--- config.mk ---
export PLATFORM = sky130hd
export DESIGN_NAME = slave_port
export DESIGN_NICKNAME = d
export VERILOG_FILES = /design/src/rtl/slave_port_pkg.sv /design/src/rtl/latency_if.sv /design/src/rtl/slave_port.sv /design/src/rtl/pin_sync.sv /design/src/rtl/ack_timer.sv
export SDC_FILE = /design/constraint.sdc
export NUM_CORES = 1
export LEC_CHECK = 0
export BUFFER_PORTS_ARGS = -buffer_cell sky130_fd_sc_hd__buf_2
export CAP_MARGIN = 10
export CORE_UTILIZATION = 53
export CTS_CLUSTER_SIZE = 30
export DETAILED_ROUTE_END_ITERATION = 8
export MAX_ROUTING_LAYER = met4
export PLACE_DENSITY = 0.86
export SLEW_MARGIN = 15
export SYNTH_ARGS = -nofsm -noshare
export SYNTH_HDL_FRONTEND = slang
export SYNTH_SLANG_ARGS = --single-unit
export TNS_END_PERCENT = 5
--- constraint.sdc ---
create_clock -name mclk -period 3.1 [get_ports mclk]
set_clock_uncertainty 0.15 [all_clocks]
set_input_delay 0.62 -clock mclk [delete_from_list [all_inputs] [get_ports mclk]]
set_output_delay 0.62 -clock mclk [all_outputs]
set_load 0.005 [all_outputs]
--- src/rtl/slave_port_pkg.sv ---
// Purpose: Shared constants and types for the slave register and shared memory port
// Assumes: One bus clock, mclk, at 100 MHz
// Notes: Latency figures are in bus clock cycles
package slave_port_pkg;
  localparam int ADDR_W = 6;
  localparam int DATA_W = 16;
  // Sampled pin bundle: mode, direction, strobe, mem request, select, address, data
  localparam int PIN_W = 5 + ADDR_W + DATA_W;
  localparam int PIN_MODE = PIN_W - 1;
  localparam int PIN_DIR = PIN_W - 2;
  localparam int PIN_STB = PIN_W - 3;
  localparam int PIN_SHARED_MEM_REQUEST_N = PIN_W - 4;
  localparam int PIN_SEL = PIN_W - 5;
  localparam int PIN_ADDR = DATA_W;
  localparam logic [PIN_W-1:0] PIN_RST = '0;
  // Extra wait cycles before acknowledge, idle versus busy controller
  localparam logic [2:0] MEM_LAT_IDLE = 3'h1;
  localparam logic [2:0] MEM_LAT_BUSY = 3'h5;
  localparam logic [2:0] REG_LAT_IDLE = 3'h0;
  localparam logic [2:0] REG_LAT_BUSY = 3'h4;
  localparam logic [1:0] SIZE_ACK_ON = 2'h0;
  localparam logic [1:0] SIZE_ACK_OFF = 2'h3;
  typedef enum logic [7:0] {
    ST_IDLE = 8'h01,
    ST_MEM_LAT = 8'h02,
    ST_MEM_ACK = 8'h04,
    ST_REG_WAIT = 8'h08,
    ST_REG_LAT = 8'h10,
    ST_REG_ACK = 8'h20,
    ST_REG_HOLD = 8'h40,
    ST_REG_END = 8'h80
  } port_state_t;
endpackage : slave_port_pkg

--- src/rtl/latency_if.sv ---
// Purpose: Carries a latency request from the port controller to its timer
// Assumes: Same clock on both sides
// Notes: done is a one-cycle pulse
`timescale 1ns/1ps
interface latency_if;
  logic start;
  logic [2:0] cycles;
  logic done;
  modport ctl (output start, output cycles, input done);
  modport tmr (input start, input cycles, output done);
endinterface : latency_if

--- src/rtl/slave_port.sv ---
// Purpose: Slave port giving an outside master register and shared memory access
// Assumes: Pins are asynchronous to mclk; register file answers reads combinationally
// Notes: No bus of its own; latencies count from the synchronised sample
`timescale 1ns/1ps
module slave_port
  import slave_port_pkg::*;
(
  input wire logic mclk,
  input wire logic rstn,
  input wire logic reg_select_n,
  input wire logic shared_mem_request_n,
  input wire logic slave_addr_strobe,
  input wire logic slave_write_read,
  input wire logic bus_mode_select,
  input wire logic [ADDR_W-1:0] reg_addr_pin,
  input wire logic [DATA_W-1:0] data_in,
  output logic [DATA_W-1:0] data_out,
  output logic data_oe,
  output logic slave_mem_ack_n,
  output logic slave_ready_out_n,
  output logic [1:0] size_ack_pair_n,
  output logic size_ack_oe,
  input wire logic core_busy,
  output logic [ADDR_W-1:0] reg_addr,
  output logic reg_rd_pulse,
  output logic reg_wr_pulse,
  output logic [DATA_W-1:0] reg_wdata,
  input wire logic [DATA_W-1:0] reg_rdata
);
  logic [PIN_W-1:0] pins_s;
  logic sel_s;
  logic shared_mem_request_n_s;
  logic mode_s;
  logic strobe_act;
  logic [DATA_W-1:0] data_s;
  port_state_t state_r;
  port_state_t state_nxt;
  logic first_r;
  logic first_nxt;
  logic mode_r;
  logic read_r;
  logic [ADDR_W-1:0] addr_r;
  logic ack_n_r;
  logic ready_n_r;
  logic [1:0] size_ack_r;
  logic size_oe_r;
  logic [DATA_W-1:0] dout_r;
  logic doe_r;
  logic rd_r;
  logic wr_r;
  logic [DATA_W-1:0] wdata_r;
  logic ack_go;
  latency_if lat ();

  // Active-low pins are inverted first so every synced line resets inactive
  pin_sync #(.W(PIN_W)) u_sync (
    .mclk(mclk),
    .rstn(rstn),
    .d({bus_mode_select, slave_write_read, slave_addr_strobe, ~shared_mem_request_n,
        ~reg_select_n, reg_addr_pin, data_in}),
    .q(pins_s)
  );

  ack_timer u_timer (
    .mclk(mclk),
    .rstn(rstn),
    .lat(lat)
  );

  // Decoded synchronised lines
  assign sel_s = pins_s[PIN_SEL];
  assign shared_mem_request_n_s = pins_s[PIN_SHARED_MEM_REQUEST_N];
  assign mode_s = pins_s[PIN_MODE];
  assign data_s = pins_s[DATA_W-1:0];
  assign strobe_act = mode_s ? ~pins_s[PIN_STB] : pins_s[PIN_STB];

  // Control sequence; from idle, select wins if the master breaks the exclusion
  always_comb begin
    state_nxt = state_r;
    first_nxt = first_r;
    lat.start = 1'b0;
    lat.cycles = core_busy ? REG_LAT_BUSY : REG_LAT_IDLE;
    unique case (state_r)
      ST_IDLE: begin
        if (sel_s) begin
          if (strobe_act) begin
            state_nxt = ST_REG_LAT;
            lat.start = 1'b1;
          end else begin
            state_nxt = ST_REG_WAIT;
            first_nxt = 1'b1;
          end
        end else if (shared_mem_request_n_s) begin
          state_nxt = ST_MEM_LAT;
          lat.start = 1'b1;
          lat.cycles = core_busy ? MEM_LAT_BUSY : MEM_LAT_IDLE;
        end
      end
      ST_MEM_LAT: begin
        if (!shared_mem_request_n_s) state_nxt = ST_IDLE;
        else if (lat.done) state_nxt = ST_MEM_ACK;
      end
      ST_MEM_ACK: begin
        if (!shared_mem_request_n_s) state_nxt = ST_IDLE;
      end
      ST_REG_WAIT: begin
        if (!sel_s) begin
          state_nxt = ST_IDLE;
        end else if (strobe_act && first_r) begin
          state_nxt = ST_REG_HOLD;
        end else if (strobe_act) begin
          state_nxt = ST_REG_LAT;
          lat.start = 1'b1;
        end
      end
      ST_REG_LAT: begin
        if (!sel_s) state_nxt = ST_IDLE;
        else if (!strobe_act) state_nxt = ST_REG_WAIT;
        else if (lat.done) state_nxt = ST_REG_ACK;
      end
      ST_REG_ACK: begin
        if (!sel_s) begin
          state_nxt = ST_REG_END;
        end else if (!strobe_act) begin
          state_nxt = ST_REG_WAIT;
          first_nxt = 1'b0;
        end
      end
      ST_REG_HOLD: begin
        if (!sel_s) begin
          state_nxt = ST_IDLE;
        end else if (!strobe_act) begin
          state_nxt = ST_REG_WAIT;
          first_nxt = 1'b0;
        end
      end
      ST_REG_END: state_nxt = ST_IDLE;
      default: state_nxt = ST_IDLE;
    endcase
  end

  // State and first-strobe flag
  always_ff @(posedge mclk or negedge rstn) begin
    if (!rstn) begin
      state_r <= ST_IDLE;
      first_r <= 1'b0;
    end else begin
      state_r <= state_nxt;
      first_r <= first_nxt;
    end
  end

  // Mode is frozen for the whole access so the completion pins never swap mid-cycle
  always_ff @(posedge mclk or negedge rstn) begin
    if (!rstn) mode_r <= 1'b0;
    else if (state_r == ST_IDLE) mode_r <= mode_s;
  end

  // Address and direction follow the pins while the strobe pin is low and freeze on its rise
  always_ff @(posedge mclk or negedge rstn) begin
    if (!rstn) begin
      addr_r <= '0;
      read_r <= 1'b0;
    end else if (!pins_s[PIN_STB]) begin
      addr_r <= pins_s[PIN_ADDR +: ADDR_W];
      read_r <= pins_s[PIN_DIR];
    end
  end

  assign ack_go = (state_nxt == ST_REG_ACK) && (state_r != ST_REG_ACK);

  // Acknowledge and completion strobes; all but the pair enable drop when the next state leaves the ack state
  always_ff @(posedge mclk or negedge rstn) begin
    if (!rstn) begin
      ack_n_r <= 1'b1;
      ready_n_r <= 1'b1;
      size_ack_r <= SIZE_ACK_OFF;
      size_oe_r <= 1'b0;
    end else begin
      ack_n_r <= !(state_nxt == ST_MEM_ACK || state_nxt == ST_REG_ACK);
      ready_n_r <= !(state_nxt == ST_REG_ACK && !mode_r);
      size_ack_r <= (state_nxt == ST_REG_ACK) ? SIZE_ACK_ON : SIZE_ACK_OFF;
      // Select end drives the pair high one cycle; only the strobe end releases at once
      size_oe_r <= mode_r && (state_nxt == ST_REG_ACK || state_nxt == ST_REG_END);
    end
  end

  // Read data is taken from the register file the edge the access completes
  always_ff @(posedge mclk or negedge rstn) begin
    if (!rstn) begin
      dout_r <= '0;
      doe_r <= 1'b0;
      rd_r <= 1'b0;
    end else begin
      rd_r <= ack_go && read_r;
      doe_r <= (state_nxt == ST_REG_ACK) && read_r;
      if (ack_go && read_r) dout_r <= reg_rdata;
    end
  end

  // Write data comes from the clocked data sample, not the strobe edge
  always_ff @(posedge mclk or negedge rstn) begin
    if (!rstn) begin
      wr_r <= 1'b0;
      wdata_r <= '0;
    end else begin
      wr_r <= ack_go && !read_r;
      if (ack_go && !read_r) wdata_r <= data_s;
    end
  end

  assign slave_mem_ack_n = ack_n_r;
  assign slave_ready_out_n = ready_n_r;
  assign size_ack_pair_n = size_ack_r;
  assign size_ack_oe = size_oe_r;
  assign data_out = dout_r;
  assign data_oe = doe_r;
  assign reg_addr = addr_r;
  assign reg_rd_pulse = rd_r;
  assign reg_wr_pulse = wr_r;
  assign reg_wdata = wdata_r;

  property p_mem_lat;
    @(posedge mclk) disable iff (!rstn)
      (state_r == ST_IDLE && shared_mem_request_n_s && !sel_s) |-> ##[1:8] (!ack_n_r || !shared_mem_request_n_s);
  endproperty
  a_mem_lat: assert property (p_mem_lat) else $error("memory ack too late");

  property p_mem_hold;
    @(posedge mclk) disable iff (!rstn)
      (state_r == ST_MEM_ACK && shared_mem_request_n_s) |=> !ack_n_r;
  endproperty
  a_mem_hold: assert property (p_mem_hold) else $error("memory ack dropped");

  property p_mem_release;
    @(posedge mclk) disable iff (!rstn)
      (state_r == ST_MEM_ACK && !shared_mem_request_n_s) |=> ack_n_r;
  endproperty
  a_mem_release: assert property (p_mem_release) else $error("memory ack held");

  property p_reg_needs_strobe;
    @(posedge mclk) disable iff (!rstn)
      ($fell(ack_n_r) && state_r == ST_REG_ACK) |-> $past(strobe_act) && $past(sel_s);
  endproperty
  a_reg_needs_strobe: assert property (p_reg_needs_strobe) else $error("ack w/o strobe");

  property p_late_strobe;
    @(posedge mclk) disable iff (!rstn)
      (state_r == ST_REG_HOLD) |-> ack_n_r && ready_n_r && !doe_r;
  endproperty
  a_late_strobe: assert property (p_late_strobe) else $error("late strobe acked");

  property p_ready_pair;
    @(posedge mclk) disable iff (!rstn)
      !ready_n_r |-> !ack_n_r && !mode_r && !size_oe_r;
  endproperty
  a_ready_pair: assert property (p_ready_pair) else $error("ready outside ack");

  property p_size_ack;
    @(posedge mclk) disable iff (!rstn)
      (size_ack_r == SIZE_ACK_ON) && size_oe_r |-> mode_r && ready_n_r;
  endproperty
  a_size_ack: assert property (p_size_ack) else $error("size ack in mode 0");

  property p_sel_end;
    @(posedge mclk) disable iff (!rstn)
      (state_r == ST_REG_ACK && !sel_s) |=> ack_n_r && ready_n_r && !doe_r;
  endproperty
  a_sel_end: assert property (p_sel_end) else $error("select end ignored");

  property p_wr_pulse;
    @(posedge mclk) disable iff (!rstn)
      wr_r |-> !read_r ##1 !wr_r;
  endproperty
  a_wr_pulse: assert property (p_wr_pulse) else $error("write pulse wrong");

  // Read data may only be driven while the access is acknowledged
  property p_read_drive;
    @(posedge mclk) disable iff (!rstn)
      doe_r |-> state_r == ST_REG_ACK && !ack_n_r;
  endproperty
  a_read_drive: assert property (p_read_drive) else $error("read data outside ack");

  // One read pulse per access, always alongside the driven data
  property p_rd_pulse;
    @(posedge mclk) disable iff (!rstn)
      rd_r |-> doe_r && !wr_r ##1 !rd_r;
  endproperty
  a_rd_pulse: assert property (p_rd_pulse) else $error("read pulse wrong");
endmodule : slave_port

--- src/rtl/pin_sync.sv ---
// Purpose: Two-stage capture of asynchronous pins onto the bus clock
// Assumes: Select and request arrive active high; the strobe polarity follows the bus mode
// Notes: First stage on the falling edge, second on the rising edge
`timescale 1ns/1ps
module pin_sync
  import slave_port_pkg::*;
#(
  parameter int W = PIN_W
) (
  input wire logic mclk,
  input wire logic rstn,
  input wire logic [W-1:0] d,
  output logic [W-1:0] q
);
  logic [W-1:0] meta_r;
  genvar i;
  // Falling edge catch then rising edge settle; the first stage feeds only the second
  generate
    for (i = 0; i < W; i++) begin : g_bit
      always_ff @(negedge mclk or negedge rstn) begin
        if (!rstn) meta_r[i] <= PIN_RST[i];
        else meta_r[i] <= d[i];
      end
      always_ff @(posedge mclk or negedge rstn) begin
        if (!rstn) q[i] <= PIN_RST[i];
        else q[i] <= meta_r[i];
      end
    end
  endgenerate
endmodule : pin_sync

--- src/rtl/ack_timer.sv ---
// Purpose: Counts the wait cycles before the acknowledge is given
// Assumes: A new start reloads the count at once
// Notes: done fires once per start, after cycles+1 edges
`timescale 1ns/1ps
module ack_timer
  import slave_port_pkg::*;
(
  input wire logic mclk,
  input wire logic rstn,
  latency_if.tmr lat
);
  logic [2:0] cnt_r;
  logic run_r;
  assign lat.done = run_r && (cnt_r == 3'h0);
  // Load on start, count down, stop at zero
  always_ff @(posedge mclk or negedge rstn) begin
    if (!rstn) begin
      cnt_r <= 3'h0;
      run_r <= 1'b0;
    end else if (lat.start) begin
      cnt_r <= lat.cycles;
      run_r <= 1'b1;
    end else if (lat.done) begin
      run_r <= 1'b0;
    end else if (run_r) begin
      cnt_r <= cnt_r - 3'h1;
    end
  end
  property p_done_bound;
    @(posedge mclk) disable iff (!rstn)
      lat.start |-> ##[1:6] (lat.done || lat.start);
  endproperty
  a_done_bound: assert property (p_done_bound) else $error("timer done late");
endmodule : ack_timer

Word level (Yosys, flattened, before mapping)
Index checks and enable logic that the tools add are counted.

Output and inout port bits: 46. Register bits: 115. Bits of input ports: 46.

Reduce and logical (&&, ||, !) cells: 21. Equal/unequal tests: 16. Bitwise operators: 3. Muxes and demuxes: 39. Add/subtract/negate cells: 1.

Operators with widths (count): $mux 8 (14); $pmux 8 s7 (1); $mux 3 (8); $eq 8x3->1 const B (2); $eq 8x6->1 const B (2); $mux 1 (12); $eq 8x1->1 const B (1); $eq 8x2->1 const B (1); $eq 8x4->1 const B (1); $eq 8x5->1 const B (1); $eq 8x7->1 const B (1); $eq 8x8->1 const B (1); $logic_and 1x1->1 (8); $ne 8x6->1 const B (1); $ne 2x2->1 const B (3); $reduce_bool 2->1 (3); $mux 5 (1); $reduce_and 5->1 (1); $logic_not 1->1 (4); $ne 2x1->1 const B (2); $pmux 1 s2 (2); $logic_not 3->1 (1); $not 1->1 (3); $sub 3x1->3 const B (1); 4 further kinds (5).

Depth between registers and ports, before layout
Depth after elaboration: 9. Depth in mapped cells: 7.

Modules after synthesis
A second synthesis with hierarchy kept.

Cells, all modules: 259. Area, all modules: 4045.1 µm².

By module, submodules not included: slave_port (instances 1, cells each 178, area each 2452.4 µm²); pin_sync (instances 1, cells each 54, area each 1351.3 µm²); ack_timer (instances 1, cells each 27, area each 241.5 µm²).

==> results.sh <==
export IMPL_outcome="finished clean"
export IMPL_setup_tns_ns=0
export IMPL_row_count=31
export IMPL_ant_nets=0
export IMPL_cellPowerDensity_mw_per_mm2=802.7
export IMPL_path_buf_inv=3
export IMPL_reg2regPathDepth=5
export IMPL_synth_async_reset_ratio=1.000
export IMPL_multi_input_area_mm2=0.001175
export IMPL_yosys_warnings=0
export IMPL_drc=0
export IMPL_critPathArrivalTime_ns=1.59
export IMPL_slew_headroom=0.5428
export IMPL_peakVddDrop_v=0.0004757
export IMPL_path_depth=3
export IMPL_cp_start_kind="primary input"
export IMPL_critPathMaxFanout=17
export IMPL_reg2reg_to="u_timer.cnt_r[2]"
export IMPL_io_pins=92
export IMPL_core_area_mm2=0.007408
export IMPL_post_cts_buffers=0
export IMPL_tightest_slew_ns=0.6796
export IMPL_setup_violations_final=0
export IMPL_firstDrtPassIters=4
export IMPL_crit_slowest_cell="dlygate4sd3_1"
export IMPL_netlist_instances=269
export IMPL_rrSetupSlack_ns=0.62
export IMPL_slew_violations=0
export IMPL_clockRootBuffer="clkbuf_8"
export IMPL_endpoint="u_sync.meta_r[22]"
export IMPL_final_nets=424
export IMPL_max_stage_delay_ns=0.55
export IMPL_worstSetupStartpoint="rstn"
export IMPL_maxCapViolations=0
export IMPL_grt_pass1_wl_mm=13.28
export IMPL_vias=2576
export IMPL_cts_sinks=114
export IMPL_finalHoldViolCount=0
export IMPL_rsz0062_at_grt="no"
export IMPL_drt_vias_per_instance=5.279
export IMPL_synth_top_area_cell="dfrtp_1"
export IMPL_ys_types=47
export IMPL_synth_edf_count=0
export IMPL_yosys_top_cells_area="dfrtp_1, dfrtn_1, mux2_2"
export IMPL_whs_path_depth=2
export IMPL_cts_repair_resized=0
export IMPL_wl_per_cell_um=16.33
export IMPL_avgSynthCellArea_um2=15.39
export IMPL_finalWirelength_mm=7.969
export IMPL_insertion_delay_ns=0.51
export IMPL_start_util=0.5589
export IMPL_hold_buffers=1
export IMPL_die_h_um=90.39
export IMPL_grt_start_max_net_pins=44
export IMPL_synth_nets=317
export IMPL_cp_common_cell="buf_4"
export IMPL_holdWs_ns=0.1836
export IMPL_hp_class="in -> reg"
export IMPL_synth_cell_area_mm2=0.004140
export IMPL_cts_max_level=4
export IMPL_post_dp_hpwl_mm=4.986
export IMPL_die_area_mm2=0.008169
export IMPL_worst_r2r_startpoint="state_r[6]"
export IMPL_worstSetupEndpointType="async pin"
export IMPL_drive_above_1_share=0.4679
export IMPL_ys_ff_latch=114
export IMPL_nFillCells=471
export IMPL_grt_overflow_total=0
export IMPL_cts_max_path_buffers=2
export IMPL_register_area_mm2=0.002858
export IMPL_critPathTopFamily="buffers and inverters"
export IMPL_drt_initial_drc_count=216
export IMPL_stdcell_area_mm2=0.005339
export IMPL_gp_congestion=0.9046
export IMPL_criticalPathCategory="in -> async"
export IMPL_cts_made_buffers=17
export IMPL_synth_ff_type="dfrtp_1"
export IMPL_p_leak_nw=2.655
export IMPL_diodes=0
export IMPL_syn2layout_area_growth_pct=28.95
export IMPL_dpl_cell_area_mm2=0.004722
export IMPL_netlist_top_cells_count="dfrtp_1, mux2_2, dfrtn_1"
export IMPL_cts_tree="done"
export IMPL_cp_cell_sequence="dlygate4sd3_1 -> buf_4 -> buf_4"
export IMPL_grtUsageTotal=0.2235
export IMPL_grt_pass1_vias=2665
export IMPL_yosysMostFrequentCell="dfrtp_1"
export IMPL_worstPathRequired_ns=2.11
export IMPL_final_core_util=0.7207
export IMPL_antenna_found_initial=0
export IMPL_portBuffers=91
export IMPL_synth_top_area_share=0.5017
export IMPL_clk_pin_slew_ns=0.06
export IMPL_die_w_um=90.39
export IMPL_yosysSeqAreaShare=0.6902
[flip-flops by register name, summed over array words and instances, names as in the netlist, 3 cells and up]
name / count
reg_wdata: 16
u_timer.cnt_r: 3
state_r: 8
u_sync.q: 27
reg_addr: 6
data_out: 16
u_sync.meta_r: 27
[cell families after synthesis]
family                     Yosys count  synth area share
adders and majority gates            2          0.006043
xor gates and xnor gates             7           0.01481
and+or+nand+nor                     63            0.1034
buffers and inverters               19           0.02599
muxes                               41            0.1197
DFF                                114            0.6902
AOI/OAI and AO/OA                   23           0.03989
[how the worst min path moves through the flow]
| stage | slack, ns | to | start |
|---|---|---|---|
| after detailed placement | 0.31 | reg_wdata[11] | u_sync.q[11] |
| after global placement | 0.31 | reg_addr[4] | u_sync.q[20] |
| final | 0.18 | data_out[2] | reg_rdata[2] |
| after global routing | 0.17 | data_out[3] | reg_rdata[3] |
| after CTS | 0.17 | data_out[2] | reg_rdata[2] |
| after floorplan | 0.17 | data_oe | rstn |
[worst reg2reg max path, stage by stage (launching register included)]
cell,delay (ns)
dfrtp_1,0.48
nor4_1,0.65
nand4b_1,0.42
o31ai_1,0.22
nand2_1,0.16
mux2_2,0.29
[routing by layer]
| layer | vias up | routed length, um | share of wire | global-route usage |
|---|---|---|---|---|
| met5 | - | 0 | 0 | - |
| met2 | 113 | 4177 | 0.52 | 0.3620 |
| met3 | 14 | 444 | 0.056 | 0.06734 |
| li1 | 1168 | - | - | - |
| met1 | 1281 | 3251 | 0.41 | 0.2629 |
| met4 | 0 | 95 | 0.012 | 0.08871 |
[stage by stage]
stage	total power, mW	cells	setup slack (ns)
after floorplan	2.132	269	0.6141
after global placement	2.291	455	0.5162
after detailed placement	2.318	455	0.5146
after CTS	4.316	488	0.5495
after global routing	4.468	488	0.4452
final	4.285	488	0.5146
[layout by cell type, fill, tap and decap left out, types with 5 or more instances in the layout]
cell and instances:
buf_2 90, buf_4 6, clkbuf_16 16, dfrtn_1 27, dfrtp_1 83, inv_1 8
inv_6 6, mux2_2 32, mux2_4 9, nand2_1 9, nand2b_1 5, nand3_1 5
nor2_1 11, nor3_1 5
[cell type report]
type	instances	area share
Tap cell	99	0.02320
Timing Repair Buffer	99	0.1022
Inverter	8	0.005625
Clock buffer	17	0.07757
Clock inverter	15	0.03609
Sequential cell	114	0.5353
Multi-Input combinational cell	136	0.2201
[power breakdown]
part / internal (mW) / switching [mW]
Sequential: 1.63 / 0.124
Combinational: 0.270 / 0.290
Clock: 1.25 / 0.727
Total: 3.14 / 1.14
Note: power is estimated with default switching activity, not from simulation.
